==> src/logic/pdeg_pkg.sv <==
`default_nettype none
package pdeg_pkg;
	// ======================================
	// register map (register indices, shifted to byte addresses on apb)
	localparam logic [11:0] PDEG_OFS_PORT_D_DATA      = 12'h003;
	localparam logic [11:0] PDEG_OFS_PORT_E_DATA      = 12'h008;
	localparam logic [11:0] PDEG_OFS_PORT_D_DIRECTION = 12'h007;
	localparam logic [11:0] PDEG_OFS_PORT_E_DIRECTION = 12'h00b;
	localparam logic [11:0] PDEG_OFS_PORT_D_CONTROL   = 12'h00a;
	// ======================================
	// register index scheme: byte address = 4 * index
	localparam int          PDEG_IDX_SHIFT = 2;
	// ======================================
	// widths and reset values
	localparam int          PDEG_D_W     = 8;
	localparam int          PDEG_E_W     = 2;
	localparam logic [7:0]  PDEG_DIR_D_RST = 8'h00;
	localparam logic [1:0]  PDEG_DIR_E_RST = 2'h0;
	localparam logic [3:0]  PDEG_CTRL_RST  = 4'h0;
	// ======================================
	// port d control fields
	localparam int          PDEG_CTRL_SLOW6 = 0;
	localparam int          PDEG_CTRL_SLOW7 = 1;
	localparam int          PDEG_CTRL_PU6   = 2;
	localparam int          PDEG_CTRL_PU7   = 3;
	localparam int          PDEG_CTRL_W     = 4;
	// ======================================
	// converter channel select: port d pins 0..3 carry channels 8..11
	localparam logic [4:0]  PDEG_ADC_CH_BASE = 5'h08;
	localparam int          PDEG_ADC_PINS    = 4;
	// ======================================
	// pin indices
	localparam int          PDEG_PIN_TMR1_CH0 = 4;
	localparam int          PDEG_PIN_TMR1_CH1 = 5;
	localparam int          PDEG_PIN_TXD   = 6;
	localparam int          PDEG_PIN_RXD   = 7;
endpackage : pdeg_pkg
`default_nettype wire

==> src/logic/pdeg_gpio.sv <==
// Function
// one software read/write latch per pin, untouched by reset
// port d direction bit 1 drives pin, reset clears all
// port e direction bit 1 drives pin, reset clears both
// port d data read: latch where output, pin where input
// port e data read: latch where output, pin where input
// data writes always update latch whatever the direction
// slow-edge bit makes pin 6 or 7 open-drain sink, direction kept
// pull-up bit connects pull-up on pin 6 or 7 regardless of direction
// converter channel select on a port d pin overrides port logic
// timer 1 edge/level select hands pins d4, d5 to timer
// timer 2 edge/level select hands pins e0, e1 to timer
// serial enable makes d6 transmit, d7 receive, overriding port logic
// software loads port d latch before setting a direction bit
// software loads port e latch before setting a direction bit
// accesses complete in one cycle, pins follow at next edge
//
// The implementer's own choice: the APB register port.
`timescale 1ns/10ps
`default_nettype none
module pdeg_gpio
	import pdeg_pkg::*;
(
	input  wire logic                clk_sys_i,
	input  wire logic                arst_n_i,
	input  wire logic                psel_i,
	input  wire logic                penable_i,
	input  wire logic                pwrite_i,
	input  wire logic [11:0]         paddr_i,
	input  wire logic [31:0]         pwdata_i,
	output logic      [31:0]         prdata_o,
	output logic                     pready_o,
	output logic                     pslverr_o,
	input  wire logic [PDEG_D_W-1:0] port_d_pin_i,
	output logic      [PDEG_D_W-1:0] port_d_pin_o,
	output logic      [PDEG_D_W-1:0] port_d_pin_oe_o,
	output logic      [1:0]          port_d_pullup_o,
	output logic      [1:0]          port_d_sink_o,
	input  wire logic [PDEG_E_W-1:0] port_e_pin_i,
	output logic      [PDEG_E_W-1:0] port_e_pin_o,
	output logic      [PDEG_E_W-1:0] port_e_pin_oe_o,
	input  wire logic [4:0]          converter_channel_select_i,
	input  wire logic                converter_enable_i,
	input  wire logic [1:0]          timer1_channel_enable_i,
	input  wire logic [1:0]          timer1_channel_out_i,
	input  wire logic [1:0]          timer1_channel_oe_i,
	output logic      [1:0]          timer1_channel_in_o,
	input  wire logic [1:0]          timer2_channel_enable_i,
	input  wire logic [1:0]          timer2_channel_out_i,
	input  wire logic [1:0]          timer2_channel_oe_i,
	output logic      [1:0]          timer2_channel_in_o,
	input  wire logic                serial_interface_enable_i,
	input  wire logic                serial_tx_i,
	output logic                     serial_rx_o
);

	// ======================================
	// bus decode
	logic                   wr_en;
	logic                   rd_en;
	logic                   sel_d_data;
	logic                   sel_e_data;
	logic                   sel_d_dir;
	logic                   sel_e_dir;
	logic                   sel_d_ctrl;
	logic                   hit;
	logic [PDEG_D_W-1:0]    port_d_latch_r;
	logic [PDEG_E_W-1:0]    port_e_latch_r;
	logic [PDEG_D_W-1:0]    port_d_direction_r;
	logic [PDEG_E_W-1:0]    port_e_direction_r;
	logic [PDEG_CTRL_W-1:0] port_d_control_r;
	logic [31:0]            rdata_nxt;
	logic [PDEG_D_W-1:0]    d_read;
	logic [PDEG_E_W-1:0]    e_read;

	// single-cycle access: pready high after reset, writes count in the access phase, reads in the setup phase
	assign wr_en      = psel_i & penable_i & pwrite_i;
	assign rd_en      = psel_i & ~penable_i & ~pwrite_i;
	assign sel_d_data = (paddr_i == (PDEG_OFS_PORT_D_DATA << PDEG_IDX_SHIFT));
	assign sel_e_data = (paddr_i == (PDEG_OFS_PORT_E_DATA << PDEG_IDX_SHIFT));
	assign sel_d_dir  = (paddr_i == (PDEG_OFS_PORT_D_DIRECTION << PDEG_IDX_SHIFT));
	assign sel_e_dir  = (paddr_i == (PDEG_OFS_PORT_E_DIRECTION << PDEG_IDX_SHIFT));
	assign sel_d_ctrl = (paddr_i == (PDEG_OFS_PORT_D_CONTROL << PDEG_IDX_SHIFT));
	assign hit        = sel_d_data | sel_e_data | sel_d_dir | sel_e_dir | sel_d_ctrl;

	// ======================================
	// data latches: no reset, power-up contents are undefined by design
	always_ff @(posedge clk_sys_i) begin
		if (wr_en && sel_d_data) begin
			port_d_latch_r <= pwdata_i[PDEG_D_W-1:0];
		end
		if (wr_en && sel_e_data) begin
			port_e_latch_r <= pwdata_i[PDEG_E_W-1:0];
		end
	end

	// ======================================
	// direction and control
	always_ff @(posedge clk_sys_i or negedge arst_n_i) begin
		if (!arst_n_i) begin
			port_d_direction_r <= PDEG_DIR_D_RST;
			port_e_direction_r <= PDEG_DIR_E_RST;
			port_d_control_r   <= PDEG_CTRL_RST;
		end else begin
			if (wr_en && sel_d_dir) begin
				port_d_direction_r <= pwdata_i[PDEG_D_W-1:0];
			end
			if (wr_en && sel_e_dir) begin
				port_e_direction_r <= pwdata_i[PDEG_E_W-1:0];
			end
			if (wr_en && sel_d_ctrl) begin
				port_d_control_r <= pwdata_i[PDEG_CTRL_W-1:0];
			end
		end
	end

	// ======================================
	// read mux; data sampled in setup, presented in access phase
	assign d_read = (port_d_direction_r & port_d_latch_r) | (~port_d_direction_r & port_d_pin_i);
	assign e_read = (port_e_direction_r & port_e_latch_r) | (~port_e_direction_r & port_e_pin_i);

	always_comb begin
		rdata_nxt = 32'h0000_0000;
		if (sel_d_data) begin
			rdata_nxt[PDEG_D_W-1:0] = d_read;
		end else if (sel_e_data) begin
			rdata_nxt[PDEG_E_W-1:0] = e_read;
		end else if (sel_d_dir) begin
			rdata_nxt[PDEG_D_W-1:0] = port_d_direction_r;
		end else if (sel_e_dir) begin
			rdata_nxt[PDEG_E_W-1:0] = port_e_direction_r;
		end else if (sel_d_ctrl) begin
			rdata_nxt[PDEG_CTRL_W-1:0] = port_d_control_r;
		end
	end

	always_ff @(posedge clk_sys_i or negedge arst_n_i) begin
		if (!arst_n_i) begin
			prdata_o  <= 32'h0000_0000;
			pready_o  <= 1'b0;
			pslverr_o <= 1'b0;
		end else begin
			pready_o  <= 1'b1;
			pslverr_o <= psel_i & ~penable_i & ~hit;
			if (rd_en) begin
				prdata_o <= rdata_nxt;
			end
		end
	end

	// ======================================
	// pin muxing; peripheral owners override port logic
	logic [PDEG_D_W-1:0] d_out_nxt;
	logic [PDEG_D_W-1:0] d_oe_nxt;
	logic [PDEG_E_W-1:0] e_out_nxt;
	logic [PDEG_E_W-1:0] e_oe_nxt;
	logic [4:0]          adc_off;

	assign adc_off = converter_channel_select_i - PDEG_ADC_CH_BASE;

	always_comb begin
		d_out_nxt = port_d_latch_r;
		d_oe_nxt  = port_d_direction_r;
		e_out_nxt = port_e_latch_r;
		e_oe_nxt  = port_e_direction_r;
		// open drain: drive only the low level, release otherwise
		if (port_d_control_r[PDEG_CTRL_SLOW6]) begin
			d_oe_nxt[PDEG_PIN_TXD] = port_d_direction_r[PDEG_PIN_TXD] & ~port_d_latch_r[PDEG_PIN_TXD];
		end
		if (port_d_control_r[PDEG_CTRL_SLOW7]) begin
			d_oe_nxt[PDEG_PIN_RXD] = port_d_direction_r[PDEG_PIN_RXD] & ~port_d_latch_r[PDEG_PIN_RXD];
		end
		if (timer1_channel_enable_i[0]) begin
			d_out_nxt[PDEG_PIN_TMR1_CH0] = timer1_channel_out_i[0];
			d_oe_nxt[PDEG_PIN_TMR1_CH0]  = timer1_channel_oe_i[0];
		end
		if (timer1_channel_enable_i[1]) begin
			d_out_nxt[PDEG_PIN_TMR1_CH1] = timer1_channel_out_i[1];
			d_oe_nxt[PDEG_PIN_TMR1_CH1]  = timer1_channel_oe_i[1];
		end
		if (serial_interface_enable_i) begin
			d_out_nxt[PDEG_PIN_TXD] = serial_tx_i;
			d_oe_nxt[PDEG_PIN_TXD]  = 1'b1;
			d_oe_nxt[PDEG_PIN_RXD]  = 1'b0;
		end
		// analog input wins: buffer off on the selected pin
		if (converter_enable_i && (converter_channel_select_i >= PDEG_ADC_CH_BASE)
				&& (adc_off < 5'(PDEG_ADC_PINS))) begin
			d_oe_nxt[adc_off[1:0]] = 1'b0;
		end
		for (int i = 0; i < PDEG_E_W; i++) begin
			if (timer2_channel_enable_i[i]) begin
				e_out_nxt[i] = timer2_channel_out_i[i];
				e_oe_nxt[i]  = timer2_channel_oe_i[i];
			end
		end
	end

	// registered pins: a write shows at the pins one edge after it is taken
	always_ff @(posedge clk_sys_i or negedge arst_n_i) begin
		if (!arst_n_i) begin
			port_d_pin_o        <= 8'h00;
			port_d_pin_oe_o     <= 8'h00;
			port_e_pin_o        <= 2'h0;
			port_e_pin_oe_o     <= 2'h0;
			port_d_pullup_o     <= 2'h0;
			port_d_sink_o       <= 2'h0;
			timer1_channel_in_o <= 2'h0;
			timer2_channel_in_o <= 2'h0;
			serial_rx_o         <= 1'b0;
		end else begin
			port_d_pin_o        <= d_out_nxt;
			port_d_pin_oe_o     <= d_oe_nxt;
			port_e_pin_o        <= e_out_nxt;
			port_e_pin_oe_o     <= e_oe_nxt;
			port_d_pullup_o     <= {port_d_control_r[PDEG_CTRL_PU7], port_d_control_r[PDEG_CTRL_PU6]};
			port_d_sink_o       <= {port_d_control_r[PDEG_CTRL_SLOW7], port_d_control_r[PDEG_CTRL_SLOW6]};
			timer1_channel_in_o <= port_d_pin_i[PDEG_PIN_TMR1_CH1:PDEG_PIN_TMR1_CH0];
			timer2_channel_in_o <= port_e_pin_i;
			serial_rx_o         <= port_d_pin_i[PDEG_PIN_RXD];
		end
	end
endmodule // pdeg_gpio
`default_nettype wire

==> config.mk <==
export PLATFORM = sky130hd
export DESIGN_NAME = pdeg_gpio
export DESIGN_NICKNAME = d
export VERILOG_FILES = /design/src/logic/pdeg_pkg.sv /design/src/logic/pdeg_gpio.sv
export SDC_FILE = /design/constraint.sdc
export NUM_CORES = 1
export LEC_CHECK = 0
export BUFFER_PORTS_ARGS = -buffer_cell sky130_fd_sc_hd__buf_2
export CORE_MARGIN = 2
export CORE_UTILIZATION = 25
export DETAILED_ROUTE_END_ITERATION = 10
export GPL_TIMING_DRIVEN = 0
export SLEW_MARGIN = 20
export SYNTH_ARGS = -nofsm -noshare
export SYNTH_HDL_FRONTEND = slang
export SYNTH_SLANG_ARGS = --single-unit
==> constraint.sdc <==
create_clock -name clk_sys_i -period 1.3 [get_ports clk_sys_i]
set_input_delay 0.13 -clock clk_sys_i [delete_from_list [all_inputs] [get_ports clk_sys_i]]
set_output_delay 0.13 -clock clk_sys_i [all_outputs]
set_load 0.1 [all_outputs]
; After elaboration in Yosys (flattened, before gate mapping)
; Cells that the tools add are included.
[word_totals]
ff_bits = 63
in_bits = 79
elab_cells = 84
[op_classes]
addsub = 1
n_lt_le_gt_ge = 4
n_eq_ne = 5
n_mux = 23
bitwise_logic = 26
n_reduce_logical = 8
[ops]
columns = operator, n
row1 = "12-bit by 6-bit == test with 1-bit output, second input constant", 3
row2 = 8-bit bitwise AND, 3
row3 = 8-bit two-way mux, 2
row4 = "12-bit by 4-bit == test with 1-bit output, second input constant", 1
row5 = "12-bit by 5-bit == test with 1-bit output, second input constant", 1
row6 = 1-bit two-way mux, 12
row7 = 4-bit two-way mux, 3
row8 = 1-bit logical AND, 8
row9 = 2-bit two-way mux, 4
row10 = 4-bit inverter with 8-bit output, 1
row11 = 8-bit inverter, 1
row12 = 8-bit OR, 1
row13 = 1-bit bitwise AND, 7
row14 = 6-bit two-way mux, 1
row15 = "5-bit by 4-bit greater-or-equal comparator with 1-bit output, second input constant", 1
row16 = "5-bit by 3-bit less-than comparator with 1-bit output, second input constant", 1
row17 = 1-bit inverter, 5
row18 = "5-bit by 4-bit subtractor with 5-bit output, second input constant", 1
row19 = 2-bit bitwise AND, 2
row20 = "2-bit by 4-bit less-than comparator with 1-bit output, second input constant", 1
row21 = 1-bit OR, 4
row22 = 1-bit demux with 2-bit select, 1
row23 = "2-bit by 1-bit greater-or-equal comparator with 1-bit output, second input constant", 1
row24 = 2-bit inverter, 1
row25 = 2-bit OR, 1

; Logic depth before layout (Yosys ltp)
[logic_depth]
ltp_word = 8
depth_mapped = 6
ltp_nobuf = 4

; Worst setup path before layout
; OpenSTA, ideal clock, no wires.
[synth_path]
path_type = input to register
start = input port paddr_i[1]
end = register port_d_latch_r[0], enable pin
setup_ps = 370
arrival_time_ps = 1476
required_time_ps = 930
path_slack_ps = -547
stages = 3
path_cell_list = or4_4 > or3_1 > nor2_1
[synth_via]
elab_chain_cells = 2
[synth_rtl]
columns = item, line
row1 = from (decl), pdeg_gpio.sv:29  ; input wire logic [11:0] paddr_i,
row2 = 12-bit by 4-bit == test with 1-bit output, pdeg_gpio.sv:79  ; assign sel_d_data = (paddr_i == (PDEG_OFS_PORT_D_DATA << PDEG_IDX_SHIFT));
row3 = 1-bit logical AND, pdeg_gpio.sv:89  ; if (wr_en && sel_d_data) begin
row4 = to (signal assigned), pdeg_gpio.sv:90  ; port_d_latch_r <= pwdata_i[PDEG_D_W-1:0];
row5 = to (decl), pdeg_gpio.sv:67  ; logic [PDEG_D_W-1:0] port_d_latch_r;
; No other way between the ends.
; A chain may end at the register's enable or synchronous reset.

; Worst setup path after layout
[layout_path]
start = input port paddr_i[1]
end = register port_d_latch_r[3], enable pin
; Same word-level chain as after synthesis.

==> results.toml <==
[placed_design]
io_buffers = 93
hpwl_um = 4870
pre_cts_ws_ns = -0.614
place_area_mm2 = 0.00340
place.gp.congestion = 0.817
dp_cells = 457

[timing]
hold_slack_ns = 0.0209
period_share = 1.14
hold_viol_final = 0
setup_viol = 28
slew_headroom = 0.553
setup_ws_ns = -0.177
skew_ns = 0.00881
max_freq_mhz = 677
worst_slew_pin_slew_ns = 0.671
drv_slew = 0
rsz0062_at_grt = "yes"
min_period_ns = 1.48

[status]
violations = "setup timing"
status = "complete, but fails checks"

[finish]
nNetsFinal = 431
final-instance-count-excl-fill = 493
final_cell_mix = "buf_2, dfrtp_1, buf_4"
drive_gt1_frac = 0.501
syn_to_final_growth_pct = 46.1
n_antenna_cell = 0
layout_commonest_cell = "buf_2"
fin_area_mm2 = 0.00388

[pwr]
p_sw_mw = 1.42
power.total_mw = 4.78
p_per_area_mw_per_mm2 = 1230
p_clk_frac = 0.394
ir_drop_uv = 425
pwr-share-comb = 0.180
p_sw_frac = 0.296
seqPwrFrac = 0.426
internal-power_mw = 3.36
p_leak_nw = 1.94

[worst_setup_path]
critical_path.top_delay_family = "simple AND/OR/NAND/NOR gates"
cp.required_ns = 1.35
end_kind = "flop"
slowest_stage = "or4_4"
path_common_cell = "buf_6"
crit_buf_inv = 2
path_max_fanout = 4
critPathKind = "in2reg"
path_cells = "buf_6 -> or4_4 -> or3_4 -> nor2_4 -> buf_6"
worstPathArrival_ns = 1.53
start_kind = "primary input"
cpPeakStageDelay_ns = 0.58

[global_routing]
overflow = 0
grt_pass1_vias = 1955
antenna_found_initial = 0
grt_use_total = 0.114
grt_max_degree = 54
grt_pass1_wl_um = 9670

[die]
die_h_um = 107
rows = 37
die_area_mm2 = 0.0115
placeableCoreArea_mm2 = 0.0103
start_util = 0.257
die_w_um = 107
io_pins = 142

[logic_synthesis]
synth_top_area_share = 0.500
synth_area_leaders = "dfrtp_1, edfxtp_1, mux2_2"
synth_edf_count = 10
synthFlopType = "dfrtp_1"
yosysTopAreaCell = "dfrtp_1"
async_reset_ff_frac = 0.841
syn_inst = 205
synth_cell_types = 36
avgSynthCellArea_um2 = 12.9
synth_seq_cells = 63
yosys_warnings = 0
syn_area_mm2 = 0.00265
ys_seq_area_frac = 0.613

[detailed_routing]
postRouteAntennaNets = 0
post_drt_wl_per_cell_um = 13.1
vias_per_cell = 4.07
drc = 0
num_vias = 2006
firstDrtPassIters = 4
drt_iter0_drc = 71
wirelength_um = 6470

[clock_tree]
cts_tree = "built"
cts_buffer_depth = 2
cts.sink_count = 63
clk_latency_ns = 0.33
clkTransAtPathRegs_ns = 0.07
numCtsBuffers = 9
htree_levels = 3
root_buffer = "clkbuf_8"

[flow_run]
max_cap_violations = 0

[worst_hold_path]
worst_hold_path_type = "in2reg"
cells in the mapped netlist (2+ instances only):
library cell,instances
mux2i_1,2
inv_1,4
o21ai_0,11
o21a_1,2
nand2b_1,6
clkbuf_1,4
dfrtp_1,53
o31a_1,2
or4_4,2
or3b_2,2
edfxtp_1,10
o31ai_1,4
a31oi_1,2
or3_1,3
a22oi_1,2
buf_4,24
a32o_1,2
nand2_1,13
o2bb2ai_1,2
nor2_1,8
conb_1,2
mux2_2,25
a21oi_1,6
a22o_1,2
worst paths after layout:
path / start / end / slack, ns / depth (start not counted)
worst max-delay path: paddr_i[1] / port_d_latch_r[3] / -0.18 / 5
worst min-delay path: timer1_channel_oe_i[1] / port_d_pin_oe_o[5] / 0.02 / 2
worst max register to register: port_d_direction_r[4] / prdata_o[4] / 0.08 / 3
worst min register to register: port_d_latch_r[3] / port_d_pin_o[3] / 0.38 / 0
max in group asynchronous: arst_n_i / port_d_pin_o[3] / 0.46 / 2
min in group asynchronous: arst_n_i / port_e_pin_o[0] / 0.37 / 2
worst register-to-register path, stage by stage, from the launching register on:
cell and delay (ns):
dfrtp_1 0.41, or3b_2 0.44, a21oi_1 0.14, a32o_1 0.17
per-layer routing:
layer / share of wire / track usage / wire, um / up-vias
li1: - / - / - / 978
met1: 0.43 / 0.136 / 2790 / 937
met2: 0.47 / 0.181 / 3050 / 82
met3: 0.072 / 0.0322 / 466 / 9
met4: 0.024 / 0.0705 / 158 / 0
met5: 0 / 0 / 0 / -
cell type report:
cell class | count | area [um^2]
Fill cell | 1025 | 6450
Clock inverter | 5 | 81.3
Buffer | 28 | 198
Timing Repair Buffer | 113 | 687
Sequential cell | 63 | 1630
Tap cell | 136 | 170
Clock buffer | 11 | 141
Multi-Input combinational cell | 133 | 957
Inverter | 4 | 15.0
stage by stage:
stage | setup TNS [ns] | util
after floorplan | -5.63 | -
after global placement | -15.13 | 0.330
after detailed placement | -15.75 | 0.330
after CTS | -2.58 | 0.371
after global routing | -3.60 | 0.375
final | -3.05 | 0.375
cell families (layout without fill, tap and decap cells):
family,count (synthesis),after routing,synth area share
buf+inv,32,161,0.0792
simple gates,44,44,0.0990
compound gates,37,37,0.0924
mux,27,27,0.114
other cells,2,25,0.00283
flops,63,63,0.613
power by group through the flow:
stage	Clock (mW)	Combinational, mW	Sequential (mW)
after floorplan	0	0.435	2.28
after global routing	2.03	0.905	2.04
final	1.88	0.860	2.04
after CTS	1.93	0.862	2.04
after global placement	0	0.821	2.07
after detailed placement	0	0.827	2.08
sequential cells by signal, indices dropped and copies added, names as in the netlist, 2 cells and up:
register and cells:
port_d_control_r 4, port_d_direction_r 8, port_d_latch_r 8, port_d_pin_o 8, port_d_pin_oe_o 8, port_d_pullup_o 2
port_d_sink_o 2, port_e_direction_r 2, port_e_latch_r 2, port_e_pin_o 2, port_e_pin_oe_o 2, prdata_o 8
timer1_channel_in_o 2, timer2_channel_in_o 2
repair_timing:
item | 4_1_cts | 5_1_grt
resized for setup | 8 | 13
pin swaps | 1 | 1
gates cloned | 0 | 0
buffers inserted | 5 | 2
endpoints found under the hold margin | 65 | 0
setup endpoints to repair | 30 | 33
hold buffers | 13 | 0
Note: power is estimated with default switching activity, not from simulation.
